### src/self_trim_mode_pkg.sv
// package: constants and carrier types for the angle self-trim and extrapolation block
package self_trim_mode_pkg;
    localparam int ANG_W = 15;
    localparam int XY_W  = 16;
    localparam int PAR_W = 12;
    localparam int NPAR  = 4;
    localparam int CLK_MHZ = 100;
    // periods in tenths of a microsecond, as printed
    localparam int T_UPD0_NS10 = 213;
    localparam int T_UPD1_NS10 = 427;
    localparam int T_UPD2_NS10 = 853;
    localparam int T_UPD3_NS10 = 1706;
    localparam int CYC_UPD0 = T_UPD0_NS10 * CLK_MHZ / 10;
    localparam int CYC_UPD1 = T_UPD1_NS10 * CLK_MHZ / 10;
    localparam int CYC_UPD2 = T_UPD2_NS10 * CLK_MHZ / 10;
    localparam int CYC_UPD3 = T_UPD3_NS10 * CLK_MHZ / 10;
    localparam int CNT_W = 16;
    localparam logic [1:0] DEPTH_RST = 2'h2;
    localparam logic [1:0] MODE_OFF  = 2'h0;
    localparam logic [1:0] MODE_TIME = 2'h1;
    localparam logic [1:0] MODE_REV  = 2'h2;
    localparam logic [1:0] MODE_SPAN = 2'h3;
    // 11.25 degrees is 1/32 of a revolution: top five angle bits
    localparam int SPAN_BITS = 5;
    localparam int T_PON_MS = 7;
    typedef enum logic [1:0] {ST_LOAD, ST_OBSERVE, ST_STEP} cal_state_t;
    typedef struct packed {
        logic [XY_W-1:0]  x;
        logic [XY_W-1:0]  y;
        logic [ANG_W-1:0] angle;
        logic             angle_ok;
    } sample_t;
endpackage
### src/angle_self_trim_mode_prediction.sv
// top: factory trim load, self-trim (continuous in modes 01 and 11, one step per revolution in mode 10), update timing and angle extrapolation
`timescale 1ns/100ps
module angle_self_trim_mode_prediction #(
    parameter int NPAR = self_trim_mode_pkg::NPAR,
    parameter int W    = self_trim_mode_pkg::PAR_W,
    parameter int C0   = self_trim_mode_pkg::CYC_UPD0
) (
    input  wire logic                            clk,
    input  wire logic                            rst_n,
    input  wire logic [NPAR*W-1:0]               fuse_trim,
    input  wire logic [NPAR*W-1:0]               calc_target,
    input  wire self_trim_mode_pkg::sample_t            raw_in,
    input  wire logic                            raw_valid,
    input  wire logic [1:0]                      self_trim_mode,
    input  wire logic [1:0]                      filter_depth_sel,
    input  wire logic                            filter_depth_wr,
    input  wire logic                            extrapolate_en,
    output logic [NPAR*W-1:0]                    trim_out,
    output self_trim_mode_pkg::sample_t                 iface_out,
    output logic                                 iface_upd,
    output logic                                 recalc_req,
    output logic [1:0]                           depth_out
);
    localparam int AW = self_trim_mode_pkg::ANG_W;
    localparam int SB = self_trim_mode_pkg::SPAN_BITS;

    typedef struct packed {
        self_trim_mode_pkg::cal_state_t  st;
        logic [1:0]               depth;
        logic [self_trim_mode_pkg::CNT_W-1:0] cnt;
        logic [AW-1:0]            prev_ang;
        logic [SB-1:0]            last_sec;
        logic [SB:0]              secs_seen;
        logic                     seen_ok;
        logic                     step;
        logic                     load;
        logic                     upd;
        logic                     recalc;
        self_trim_mode_pkg::sample_t     out;
        // registered copy of the stepper values so trim_out comes straight from a flip-flop
        logic [NPAR*W-1:0]        trim;
    } top_state_t;
    top_state_t s_q;
    top_state_t s_d;

    logic [NPAR*W-1:0] trim_val;
    logic [self_trim_mode_pkg::CNT_W-1:0] period;
    logic [SB-1:0]     sec;
    logic [AW:0]       pred;

    // deeper setting doubles the period
    assign period = self_trim_mode_pkg::CNT_W'(C0 << s_q.depth);
    assign sec    = raw_in.angle[AW-1 -: SB];
    // wraps naturally by truncation to the angle width
    assign pred   = {1'b0, raw_in.angle} + {1'b0, raw_in.angle} - {1'b0, s_q.prev_ang};

    genvar gi;
    generate
        for (gi = 0; gi < NPAR; gi++) begin : g_par
            lsb_stepper #(.W(W)) u_stp (
                .clk      (clk),
                .rst_n    (rst_n),
                .load     (s_q.load),
                .load_val (fuse_trim[gi*W +: W]),
                .step     (s_q.step),
                .target   (calc_target[gi*W +: W]),
                .value    (trim_val[gi*W +: W])
            );
        end
    endgenerate

    always_comb begin
        s_d        = s_q;
        s_d.step   = 1'b0;
        s_d.load   = 1'b0;
        s_d.upd    = 1'b0;
        s_d.recalc = 1'b0;
        s_d.trim   = trim_val;
        if (filter_depth_wr) begin
            s_d.depth = filter_depth_sel;
        end
        // interface update tick
        if (s_q.cnt >= period - self_trim_mode_pkg::CNT_W'(1)) begin
            s_d.cnt = '0;
            s_d.upd = 1'b1;
            s_d.out.x = raw_in.x;
            s_d.out.y = raw_in.y;
            if (s_q.depth == 2'h0) begin
                s_d.out.angle    = '0;
                s_d.out.angle_ok = 1'b0;
            end else begin
                s_d.out.angle    = extrapolate_en ? pred[AW-1:0] : raw_in.angle;
                s_d.out.angle_ok = 1'b1;
            end
            s_d.prev_ang = raw_in.angle;
        end else begin
            s_d.cnt = s_q.cnt + self_trim_mode_pkg::CNT_W'(1);
        end
        // revolution tracking: count sector crossings
        if (raw_valid && sec != s_q.last_sec) begin
            s_d.last_sec = sec;
            if (s_q.secs_seen != '1) begin
                s_d.secs_seen = s_q.secs_seen + (SB+1)'(1);
            end
        end
        unique case (s_q.st)
            self_trim_mode_pkg::ST_LOAD: begin
                s_d.load = 1'b1;
                s_d.st   = self_trim_mode_pkg::ST_OBSERVE;
                s_d.secs_seen = '0;
                s_d.last_sec  = sec;
            end
            self_trim_mode_pkg::ST_OBSERVE: begin
                // more than 32 sector crossings is over a full turn
                if (self_trim_mode != self_trim_mode_pkg::MODE_OFF && s_q.secs_seen > (SB+1)'(1 << SB)) begin
                    s_d.seen_ok = 1'b1;
                    s_d.recalc  = 1'b1;
                    s_d.secs_seen = '0;
                    s_d.st = self_trim_mode_pkg::ST_STEP;
                end
            end
            self_trim_mode_pkg::ST_STEP: begin
                unique case (self_trim_mode)
                    self_trim_mode_pkg::MODE_OFF: begin
                        s_d.st = self_trim_mode_pkg::ST_OBSERVE;
                    end
                    self_trim_mode_pkg::MODE_TIME: begin
                        s_d.step = s_d.upd;
                    end
                    self_trim_mode_pkg::MODE_REV: begin
                        // one step, then back to a full observation turn
                        s_d.step = 1'b1;
                        s_d.st   = self_trim_mode_pkg::ST_OBSERVE;
                        s_d.secs_seen = '0;
                    end
                    self_trim_mode_pkg::MODE_SPAN: begin
                        s_d.step = raw_valid && sec != s_q.last_sec;
                    end
                endcase
                // stays in this state in modes 01 and 11: those run continuously
                if (self_trim_mode != self_trim_mode_pkg::MODE_REV && s_q.secs_seen > (SB+1)'(1 << SB)) begin
                    s_d.recalc    = 1'b1;
                    s_d.secs_seen = '0;
                end
            end
            default: begin
                // unused state code: resume observing, since reloading fuse trim would jump the angle
                s_d.st = self_trim_mode_pkg::ST_OBSERVE;
            end
        endcase
    end

    always_ff @(posedge clk or negedge rst_n) begin
        if (!rst_n) begin
            s_q       <= '0;
            s_q.st    <= self_trim_mode_pkg::ST_LOAD;
            s_q.depth <= self_trim_mode_pkg::DEPTH_RST;
        end else begin
            s_q <= s_d;
        end
    end

    assign trim_out   = s_q.trim;
    assign iface_out  = s_q.out;
    assign iface_upd  = s_q.upd;
    assign recalc_req = s_q.recalc;
    assign depth_out  = s_q.depth;

    AST_LOAD_FIRST: assert property (@(posedge clk) disable iff (!rst_n)
        $rose(s_q.load) |-> s_q.st == self_trim_mode_pkg::ST_OBSERVE)
        else $error("fuse load not followed by observation");
    AST_OFF_NO_STEP: assert property (@(posedge clk) disable iff (!rst_n)
        (self_trim_mode == self_trim_mode_pkg::MODE_OFF && $past(self_trim_mode) == self_trim_mode_pkg::MODE_OFF) |-> !s_d.step)
        else $error("step while self-trim off");
    AST_STEP_AFTER_TURN: assert property (@(posedge clk) disable iff (!rst_n)
        s_q.step |-> s_q.seen_ok)
        else $error("step before a full revolution");
    AST_REV_ONE_STEP: assert property (@(posedge clk) disable iff (!rst_n)
        (s_q.step && self_trim_mode == self_trim_mode_pkg::MODE_REV && $stable(self_trim_mode))
        |-> s_q.st == self_trim_mode_pkg::ST_OBSERVE)
        else $error("mode 10 did not return to observation");
    AST_TIME_STEP: assert property (@(posedge clk) disable iff (!rst_n)
        (s_q.step && $past(self_trim_mode) == self_trim_mode_pkg::MODE_TIME) |-> s_q.upd)
        else $error("mode 01 step off the update tick");
    AST_PERIOD: assert property (@(posedge clk) disable iff (!rst_n)
        s_q.upd |-> s_q.cnt == '0)
        else $error("update tick without counter restart");
    AST_RAW_ONLY: assert property (@(posedge clk) disable iff (!rst_n)
        (s_q.upd && $past(s_q.depth) == 2'h0) |-> !s_q.out.angle_ok)
        else $error("angle given at depth zero");
    AST_EXTRAPOLATE_EN: assert property (@(posedge clk) disable iff (!rst_n)
        (s_q.upd && $past(extrapolate_en) && $past(s_q.depth) != 2'h0)
        |-> s_q.out.angle == AW'(2 * $past(raw_in.angle) - $past(s_q.prev_ang)))
        else $error("extrapolated angle wrong");
    AST_RESET_DEPTH: assert property (@(posedge clk)
        $rose(rst_n) |-> s_q.depth == self_trim_mode_pkg::DEPTH_RST)
        else $error("depth not at reset value");
    AST_RAW_XY: assert property (@(posedge clk) disable iff (!rst_n)
        s_q.upd |-> (s_q.out.x == $past(raw_in.x) && s_q.out.y == $past(raw_in.y)))
        else $error("raw x or y not captured on the update tick");
    AST_SPAN_STEP: assert property (@(posedge clk) disable iff (!rst_n)
        (s_q.step && $past(self_trim_mode) == self_trim_mode_pkg::MODE_SPAN && $past(s_q.st) == self_trim_mode_pkg::ST_STEP)
        |-> ($past(raw_valid) && $past(sec) != $past(s_q.last_sec)))
        else $error("mode 11 step without a sector crossing");
    AST_DEPTH_WR: assert property (@(posedge clk) disable iff (!rst_n)
        filter_depth_wr |=> s_q.depth == $past(filter_depth_sel))
        else $error("filter depth write not taken");
    AST_LOAD_ONCE: assert property (@(posedge clk) disable iff (!rst_n)
        s_q.load |-> $past(s_q.st) == self_trim_mode_pkg::ST_LOAD)
        else $error("fuse load outside the start-up state");

    COV_MODE_TIME: cover property (@(posedge clk) disable iff (!rst_n)
        s_q.step && self_trim_mode == self_trim_mode_pkg::MODE_TIME);
    COV_MODE_REV: cover property (@(posedge clk) disable iff (!rst_n)
        s_q.step && self_trim_mode == self_trim_mode_pkg::MODE_REV);
    COV_MODE_SPAN: cover property (@(posedge clk) disable iff (!rst_n)
        s_q.step && self_trim_mode == self_trim_mode_pkg::MODE_SPAN);
    COV_EXTRAPOLATE_EN: cover property (@(posedge clk) disable iff (!rst_n)
        s_q.upd && extrapolate_en);
    COV_RECALC: cover property (@(posedge clk) disable iff (!rst_n)
        s_q.recalc && s_q.st == self_trim_mode_pkg::ST_STEP);
endmodule // angle_self_trim_mode_prediction

### src/lsb_stepper.sv
// single trim parameter that slews one lsb per step toward its target
`timescale 1ns/100ps
module lsb_stepper #(
    parameter int W = self_trim_mode_pkg::PAR_W
) (
    input  wire logic         clk,
    input  wire logic         rst_n,
    input  wire logic         load,
    input  wire logic [W-1:0] load_val,
    input  wire logic         step,
    input  wire logic [W-1:0] target,
    output logic [W-1:0]      value
);
    typedef struct packed {
        logic [W-1:0] val;
    } stp_state_t;
    stp_state_t s_q;
    stp_state_t s_d;

    always_comb begin
        s_d = s_q;
        if (load) begin
            s_d.val = load_val;
        end else if (step) begin
            if ($signed(target) > $signed(s_q.val)) begin
                s_d.val = s_q.val + W'(1);
            end else if ($signed(target) < $signed(s_q.val)) begin
                s_d.val = s_q.val - W'(1);
            end
        end
    end

    always_ff @(posedge clk or negedge rst_n) begin
        if (!rst_n) begin
            s_q <= '0;
        end else begin
            s_q <= s_d;
        end
    end

    assign value = s_q.val;

    AST_ONE_LSB: assert property (@(posedge clk) disable iff (!rst_n)
        !$past(load) |-> ($signed(s_q.val - $past(s_q.val)) <= 1 &&
                          $signed($past(s_q.val) - s_q.val) <= 1))
        else $error("trim moved more than one lsb");
endmodule // lsb_stepper

### config.mk
export PLATFORM = sky130hd
export DESIGN_NAME = angle_self_trim_mode_prediction
export DESIGN_NICKNAME = d
export VERILOG_FILES = /design/src/self_trim_mode_pkg.sv /design/src/angle_self_trim_mode_prediction.sv /design/src/lsb_stepper.sv
export SDC_FILE = /design/constraint.sdc
export NUM_CORES = 1
export LEC_CHECK = 0
export BUFFER_PORTS_ARGS = -buffer_cell sky130_fd_sc_hd__buf_2
export CAP_MARGIN = 10
export CORE_ASPECT_RATIO = 1.5
export CORE_MARGIN = 5
export CORE_UTILIZATION = 55
export CTS_BUF_LIST = sky130_fd_sc_hd__clkbuf_8
export CTS_CLUSTER_DIAMETER = 40
export DETAILED_ROUTE_END_ITERATION = 8
export PLACE_DENSITY_LB_ADDON = 0.12
export SLEW_MARGIN = 20
export SYNTH_ARGS = -nofsm -noshare
export SYNTH_HDL_FRONTEND = slang
export SYNTH_SLANG_ARGS = --single-unit
### constraint.sdc
create_clock -name clk -period 5.26 [get_ports clk]
set_input_delay 0.263 -clock clk [delete_from_list [all_inputs] [get_ports clk]]
set_output_delay 0.263 -clock clk [all_outputs]
set_load 0.02 [all_outputs]
==> flow_summary.json, run 1 <==
{
  "fin_setup_tns_ns": 0,
  "fin_crit_ns": 4.67,
  "dp.cells": 1762,
  "endpoint_kind": "flip-flop",
  "syn_nets": 1655,
  "internal_power_mw": 4.55,
  "timing.slew.headroom_pct": 41.9,
  "cts_tree": "yes",
  "antenna_found_initial": 2,
  "cp.arrival_ns": 5.05,
  "holdWs_ns": 0.0386,
  "setup_viol": 0,
  "grt_max_degree": 100,
  "drc_errors": 0,
  "vias": 9985,
  "synth_largest_area_cell": "dfrtp_1",
  "cts_resized": 0,
  "post-route-period-util_pct": 88.8,
  "numCtsBuffers": 17,
  "synth_seq_cells": 194,
  "hp-class": "in2reg",
  "path_clk_slew_ns": 0.09,
  "gr-total-overflow": 0,
  "drv_slew": 0,
  "status": "finished, final reports clean",
  "rsz0062_at_grt": "false",
  "start_util_pct": 55.9,
  "design_area_mm2": 0.0144,
  "cts_hold_buffers": 82,
  "post_cts_buffers": 0,
  "grt_pass1_vias": 10446,
  "grt_util_met2_pct": 40.1,
  "p_leak_nw": 7.31,
  "syn2layout_area_growth_pct": 15.8,
  "io_buffers": 251,
  "final_nets": 1880,
  "io_pins": 253,
  "place_area_mm2": 0.0132,
  "place_hpwl_um": 20800,
  "synth.area.top_cells": "dfrtp_1, ha_1, nand2_1, buf_4, o21ai_0",
  "final_core_util_pct": 64.7,
  "drive_gt1_share_pct": 19.8,
  "slowest_stage": "or3_2",
  "die-height_um": 194,
  "skew_ns": 0.0101,
  "crit_required_ns": 5.64,
  "gp_congestion": 0.875,
  "ys_async_sr_fraction_pct": 100,
  "pre_cts_ws_ns": 0.612,
  "grt-busiest-layer": "met2",
  "grt_pass1_wl_um": 48300,
  "vias_per_cell": 5.32,
  "maxCapViolCount": 0,
  "synth-warning-count": 0,
  "cts_buffer_depth": 2,
  "crit_type": "reg2reg",
  "worstHoldPathCells": 3,
  "power.total_mw": 8.22,
  "finalHoldViolCount": 0,
  "synth_seq_area_share_pct": 39.0,
  "use_met3_pct": 4.84,
  "synth_edf_count": 0,
  "cp_cell_sequence": "inv_1, ha_1, a211oi_1, nor2_1, a2111oi_4, a21oi_1, or3_2, fa_1, a21o_1, a211oi_1, nor2_1, o41ai_1, mux2_2, a31oi_1, a21oi_1, o21ai_0",
  "grtUsageMet1_pct": 25.9,
  "tightest_slew_ns": 0.872,
  "combPwrFrac_pct": 57.0,
  "insertion_delay_ns": 0.47,
  "synth_cell_types": 63,
  "max_freq_mhz": 214,
  "clockPowerShare_pct": 11.5,
  "drt_wl_total_um": 28400,
  "netlist_area_mm2": 0.0125,
  "reg2regPathDepth": 16,
  "cp_max_fo": 12,
  "p_seq_share_pct": 31.5,
  "ys.flop_type": "dfrtp_1",
  "dieArea_mm2": 0.0258,
  "wl_per_cell_um": 15.1,
  "dr.pass1.iters": 4,
  "start_kind": "flip-flop",
  "synth_top_area_share_pct": 38.8,
  "ir_drop_mv": 0.299,
  "ctsHtreeMaxLevel": 4,
  "p_switching_mw": 3.67,
  "fin_cells": 1877,
  "powerDensity_mw_per_mm2": 569,
  "row_count": 67,
  "clock-sinks": 194,
  "power_switching_share_pct": 44.6,
  "drt_iter0_drc": 447,
  "grt_usage_pct": 22.3,
  "core_mm2": 0.0223,
  "clockRootBuffer": "clkbuf_8",
  "syn_inst": 1362,
  "crit_path_max_incr_delay_ns": 0.61,
  "worst_slack_ns": 0.591,
  "die_w_um": 133,
  "syn_avg_cell_area_um2": 9.14,
  "ant_nets": 0
}
==> area by class of cell <==
class	instances	area, um2
fillers	1900	7870
multi-input cells	946	6380
flip-flops and latches	194	4860
repair buffers	337	2130
well taps	276	345
inverters	91	342
clock buffers	18	248
clock inverters	14	126
diodes	1	2.50
==> power groups by stage <==
stage | clock [mW] | sequential (mW) | combinational (mW)
2_1_floorplan | 0 | 2.47 | 4.04
3_3_place_gp | 0 | 2.59 | 4.50
3_5_place_dp | 0 | 2.61 | 4.64
4_1_cts | 0.986 | 2.59 | 4.71
5_1_grt | 1.04 | 2.68 | 5.30
6_report | 0.949 | 2.58 | 4.68
==> worst paths after layout <==
| check | end | startpoint | slack, ns |
|---|---|---|---|
| max reg2reg | g_par[3].u_stp.value[10] | g_par[3].u_stp.value[5] | 0.59 |
| min | s_q[118] | raw_in[7] | 0.04 |
| max in group asynchronous | s_q[126] | rst_n | 3.85 |
| max | g_par[3].u_stp.value[10] | g_par[3].u_stp.value[5] | 0.59 |
| min in group asynchronous | trim_out[25] | rst_n | 0.41 |
| min reg2reg | trim_out[47] | g_par[3].u_stp.value[11] | 0.39 |
==> routing by layer <==
layer  vias to the layer above  share of wire, %
met5                         -                 0
met2                       252                52
met3                        51               5.6
li1                       4979                 -
met1                      4703                40
met4                         0               2.6
==> synthesized netlist by cell type (13+ instances only) <==
cell      number
mux2_2        13
nand2b_1      14
buf_2         13
ha_1         135
nand2_1      214
o21a_1        13
mux2i_1       25
clkbuf_1      17
xor2_1        35
xnor2_1       38
o21ai_0       93
o31ai_1       21
a21oi_1       81
a21o_1        17
inv_1         91
nand3_1       24
dfrtp_1      193
buf_4         99
nor2_1        82
nor3_1        20
==> flip-flops by register name (all words and copies together) (netlist names) <==
register and count:
s_q 46, recalc_req 1, trim_out 48, depth_out 2
iface_out 48, iface_upd 1, g_par.u_stp.value 48
==> placed cells by master, fill, tap and decap left out, types with 35 or more instances in the layout <==
cell type and n:
dlygate4sd3_1 82, nand2_1 214, nor2_1 82, xnor2_1 38, dfrtp_1 192, o21ai_0 93
buf_2 250, ha_1 135, a21oi_1 81, xor2_1 35, inv_1 95
==> worst max-delay path: cells and delay by family, from the launching register on <==
family | cells | cell delay, ns
multiplexers | 1 | 0.41
AO/OA/AOI/OAI | 9 | 2.12
flip-flops | 1 | 0.44
buffers and inverters | 1 | 0.06
AND/OR/NAND/NOR | 3 | 0.82
adder cells (fa/ha/maj) | 2 | 0.74
==> kinds of logic after synthesis <==
group,Yosys count,share of synthesized area (%)
simple gates,413,14.6
other cells,1,0.0301
flops,194,39.0
xor+xnor,73,5.13
buf+inv,222,9.87
compound gates,281,13.8
fa+ha+maj,140,14.4
mux,38,3.18
(Power assumes the default switching activity.)
==> run 2, diff against run 1 <==
Settings changed: CORE_UTILIZATION 55 to 29.
==> run 2 against run 1 <==
Utilization shrank 30 points. Clock power grew 18%. Flip-flop and latch count is the same. Critical path depth is the same. Via count shrank 0.81%. Sequential share of layout area shrank 1.3 points. Global-route usage shrank 8.3 points. Maximum frequency shrank 0.87%. Cell area grew 4.0%. Clock skew grew 0.0069 ns. Non-clock buffer count grew 14.
==> flow_summary.json, run 2 (same netlist as run 1, synthesis figures left out) <==
{
  "status": "finished, final reports clean",
  "post-route-period-util_pct": 89.5,
  "gp_congestion": 0.777,
  "dr.pass1.iters": 4,
  "die-height_um": 264,
  "ant_nets": 0,
  "fin_setup_tns_ns": 0,
  "io_buffers": 251,
  "cts_buffer_depth": 2,
  "drt_iter0_drc": 364,
  "reg2regPathDepth": 16,
  "vias_per_cell": 4.53,
  "setup_viol": 0,
  "clockRootBuffer": "clkbuf_8",
  "drive_gt1_share_pct": 20.0,
  "io_pins": 253,
  "place_hpwl_um": 24600,
  "grt_pass1_vias": 10460,
  "ctsHtreeMaxLevel": 4,
  "r2r_end": "g_par[3].u_stp.value[10]",
  "cp-startpoint": "g_par[3].u_stp.value[11]",
  "syn2layout_area_growth_pct": 20.5,
  "maxCapViolCount": 0,
  "core_mm2": 0.0427,
  "place_area_mm2": 0.0136,
  "hp-class": "in2reg",
  "endpoint_kind": "flip-flop",
  "reg2reg_slack_ns": 0.55,
  "start_util_pct": 29.2,
  "insertion_delay_ns": 0.49,
  "cp_max_fo": 12,
  "grt_max_degree": 106,
  "drt_wl_total_um": 32900,
  "fin_crit_ns": 4.71,
  "r2r-start": "g_par[3].u_stp.value[11]",
  "die_w_um": 179,
  "clock-sinks": 194,
  "grt_usage_pct": 14.0,
  "vias": 9904,
  "mostFrequentLayoutCell": "buf_2",
  "crit_type": "reg2reg",
  "dp.cells": 2057,
  "gr-total-overflow": 0,
  "final_cell_mix": "buf_2, nand2_1, dfrtp_1, ha_1, dlygate4sd3_1",
  "rsz0062_at_grt": "false",
  "ir_drop_mv": 0.202,
  "powerDensity_mw_per_mm2": 562,
  "drv_slew": 0,
  "dieArea_mm2": 0.0473,
  "crit_end": "g_par[3].u_stp.value[10]",
  "antenna_found_initial": 3,
  "numCtsBuffers": 17,
  "power.total_mw": 8.43,
  "row_count": 93,
  "cts_tree": "yes",
  "timing.slew.headroom_pct": 37.2,
  "grt_pass1_wl_um": 53500,
  "design_area_mm2": 0.0150,
  "crit_required_ns": 5.66,
  "skew_ns": 0.0170,
  "drc_errors": 0,
  "tightest_slew_ns": 0.942,
  "p_leak_nw": 7.38,
  "final_nets": 1894,
  "max_freq_mhz": 212,
  "fin_cells": 2185,
  "start_kind": "flip-flop",
  "fill_cells": 4494,
  "finalHoldViolCount": 0,
  "cp.arrival_ns": 5.11,
  "wl_per_cell_um": 15.1,
  "path_clk_slew_ns": 0.11
}
run 2: repair_timing:
action / CTS / global route
resized for setup: 0 / 0
hold buffers: 95 / 0
buffers inserted: 0 / 0
endpoints found under the hold margin: 181 / 0
run 2: power breakdown:
part	internal, mW	leakage, nW	total, mW	switching [mW]
sequential	2.12	2.40	2.60	0.478
clock	0.507	0.217	1.12	0.612
combinational	2.01	4.77	4.71	2.70
run 2: per-layer routing:
metal	up-vias	track usage [%]	routed length, um
met4	4	3.32	406
li1	5010	-	-
met5	-	0	26
met3	27	2.66	1340
met1	4664	16.1	13500
met2	199	26.5	17700
run 2: stage by stage:
| step | hold WS [ns] | utilization (%) | worst slack [ns] |
|---|---|---|---|
| finish | 0.0572 | 35.1 | 0.550 |
| global route | 0.0376 | 35.1 | 0.196 |
| CTS | 0.00135 | 35.1 | 0.539 |
| detailed placement | 0.335 | 31.9 | 0.570 |
| global placement | 0.338 | 31.9 | 0.624 |
| floorplan | -0.0326 | - | 1.10 |
run 2: worst max-delay path, stage by stage, from the launching register on:
cell and delay [ns]:
dfrtp_1 0.39, inv_1 0.12, ha_1 0.29, and4_4 0.23, and2_4 0.16, a2111oi_4 0.33, a21oi_1 0.20, or3_2 0.62
fa_1 0.46, a21o_1 0.21, a211oi_1 0.23, nor2_1 0.10, o41ai_1 0.54, mux2_2 0.40, a31oi_1 0.13, a21oi_1 0.05
o21ai_0 0.17
run 2: worst min-delay path by stage:
stage          startpoint           end  slack, ns  cells after the start
2_1_floorplan       rst_n  depth_out[0]      -0.03                      0
3_3_place_gp        rst_n      s_q[111]       0.34                      1
3_5_place_dp        rst_n      s_q[111]       0.34                      1
4_1_cts        raw_in[13]      s_q[124]      0.001                      3
5_1_grt        raw_in[14]      s_q[125]       0.04                      3
6_report       raw_in[13]      s_q[124]       0.06                      3
run 2: cell type report:
type / instances / area [um2] / share of cell area (%)
multi-input cells: 946 / 6370 / 42.5
flip-flops and latches: 194 / 4860 / 32.4
repair buffers: 351 / 2280 / 15.2
well taps: 570 / 713 / 4.75
inverters: 91 / 342 / 2.28
clock buffers: 19 / 262 / 1.74
clock inverters: 13 / 173 / 1.15
diodes: 1 / 2.50 / 0.0167
==> run 3, diff against run 2 <==
Settings changed: CORE_UTILIZATION 29 to 48, PLACE_DENSITY from default to 0.78, PLACE_DENSITY_LB_ADDON 0.12 to default.
==> run 3 against run 2 <==
Register-to-register slack better by 0.07 ns. Combinational power about the same. Power fell by 0.44%. Critical path depth unchanged. Routed wire length fell by 8.4%. Utilization is 22 points higher. Worst hold slack better by 0.0098 ns. Clock-buffer cell count is 2 lower. Critical path type unchanged. Highest routed layer unchanged.
==> flow_summary.json, run 3 (same netlist as run 1, synthesis figures left out) <==
{
  "status": "finished, final reports clean",
  "wl_per_cell_um": 15.5,
  "path_clk_slew_ns": 0.10,
  "fin_setup_tns_ns": 0,
  "drive_gt1_share_pct": 19.9,
  "final_nets": 1895,
  "cp_max_fo": 12,
  "die-height_um": 207,
  "core_mm2": 0.0257,
  "p_switching_mw": 3.77,
  "reg2regPathDepth": 16,
  "tightest_slew_ns": 0.937,
  "antenna_found_initial": 2,
  "final_core_util_pct": 57.2,
  "clockPowerShare_pct": 12.7,
  "timing.slew.headroom_pct": 37.5,
  "row_count": 72,
  "maxCapViolCount": 0,
  "grt_pass1_vias": 10643,
  "start_util_pct": 48.5,
  "vias": 10272,
  "syn2layout_area_growth_pct": 18.0,
  "cp.arrival_ns": 5.06,
  "gp_congestion": 0.879,
  "start_kind": "flip-flop",
  "insertion_delay_ns": 0.50,
  "finalHoldViolCount": 0,
  "worstHoldPathCells": 3,
  "p_seq_share_pct": 31.1,
  "drv_slew": 0,
  "drt_wl_total_um": 30200,
  "clock-sinks": 194,
  "io_buffers": 251,
  "mostFrequentLayoutCell": "buf_2",
  "worst_slack_ns": 0.617,
  "grt_pass1_wl_um": 50400,
  "cts_buffer_depth": 2,
  "numCtsBuffers": 17,
  "endpoint_kind": "flip-flop",
  "clockRootBuffer": "clkbuf_8",
  "grt_max_degree": 112,
  "combPwrFrac_pct": 56.2,
  "crit_required_ns": 5.68,
  "grt_usage_pct": 20.9,
  "die_w_um": 142,
  "drc_errors": 0,
  "fill_cells": 2185,
  "ant_nets": 0,
  "max_freq_mhz": 215,
  "hp-class": "in2reg",
  "final_cell_mix": "buf_2, nand2_1, dfrtp_1, ha_1, dlygate4sd3_1",
  "ctsHtreeMaxLevel": 4,
  "setup_viol": 0,
  "fin_crit_ns": 4.64,
  "gr-total-overflow": 0,
  "crit_type": "reg2reg",
  "io_pins": 253,
  "cts_tree": "yes",
  "cts_resized": 0,
  "dr.pass1.iters": 4,
  "drt_iter0_drc": 410,
  "ir_drop_mv": 0.343,
  "vias_per_cell": 5.27,
  "post-route-period-util_pct": 88.3,
  "pre_cts_ws_ns": 0.687,
  "place_hpwl_um": 21500,
  "power_switching_share_pct": 44.9,
  "p_leak_nw": 7.37,
  "skew_ns": 0.00819,
  "internal_power_mw": 4.62,
  "powerDensity_mw_per_mm2": 571,
  "rsz0062_at_grt": "false",
  "dieArea_mm2": 0.0293
}
[run 3: cell types whose count changed in the layout (fill, tap and decap cells not counted), sizes merged]
cell,previous run,this run
buf,256,254
dlygate4sd3,95,97
clkbuf,19,18
clkinv,2,4
[run 3: power by group through the flow]
stage	Sequential [mW]	Combinational, mW	Clock (mW)
floorplan	2.47	4.04	0
global placement	2.61	4.45	0
detailed placement	2.63	4.63	0
CTS	2.61	4.71	1.11
global route	2.71	5.29	1.16
finish	2.61	4.71	1.07
[run 3: cell type report]
cell class / instances / area, um2 / share of cell area (%)
Sequential cell: 194 / 4860 / 33.1
Clock inverter: 15 / 196 / 1.34
Antenna cell: 1 / 2.50 / 0.0170
Multi-Input combinational cell: 946 / 6380 / 43.4
Clock buffer: 17 / 234 / 1.59
Inverter: 91 / 342 / 2.32
Timing Repair Buffer: 352 / 2270 / 15.4
Tap cell: 333 / 417 / 2.84
[run 3: metrics by stage]
| step | area (um2) | total power, mW | std cells | hold WS (ns) |
|---|---|---|---|---|
| 2_1_floorplan | 12500 | 6.51 | 1362 | -0.0326 |
| 3_3_place_gp | 13300 | 7.06 | 1819 | 0.356 |
| 3_5_place_dp | 13300 | 7.26 | 1819 | 0.361 |
| 4_1_cts | 14700 | 8.43 | 1948 | 0.0145 |
| 5_1_grt | 14700 | 9.16 | 1949 | 0.0477 |
| 6_report | 14700 | 8.39 | 1949 | 0.0670 |
[run 3: routing by layer]
| layer | GRT usage [%] | part of all wire [%] |
|---|---|---|
| met2 | 37.6 | 52 |
| met1 | 23.5 | 39 |
| met3 | 4.91 | 6.2 |
| met4 | 8.25 | 3.1 |
| met5 | 0 | 0.017 |
[run 3: worst max-delay path, stage by stage, from the launching register on]
cell       delay (ns)
dfrtp_1          0.42
inv_1            0.06
ha_1             0.28
a211oi_1         0.24
nor2_1           0.11
a2111oi_4        0.38
a21oi_1          0.20
or3_2            0.61
fa_1             0.47
a21o_1           0.22
a211oi_1         0.24
nor2_1           0.10
o41ai_1          0.48
mux2_2           0.41
a31oi_1          0.13
a21oi_1          0.05
o21ai_0          0.17
[run 3: path summary, 6_finish.rpt]
| check | start | endpoint | slack, ns |
|---|---|---|---|
| min in group asynchronous | rst_n | trim_out[24] | 0.39 |
| worst min register to register | g_par[1].u_stp.value[11] | trim_out[23] | 0.38 |
| worst min-delay path | raw_in[13] | s_q[124] | 0.07 |
| worst max register to register | g_par[3].u_stp.value[5] | g_par[3].u_stp.value[10] | 0.62 |
| worst max-delay path | g_par[3].u_stp.value[5] | g_par[3].u_stp.value[10] | 0.62 |
| max in group asynchronous | rst_n | s_q[102] | 3.64 |
[run 3: what timing repair did]
action                                 CTS  global route
hold buffers                            97             0
endpoints found under the hold margin  204             0
buffers inserted                         0             0
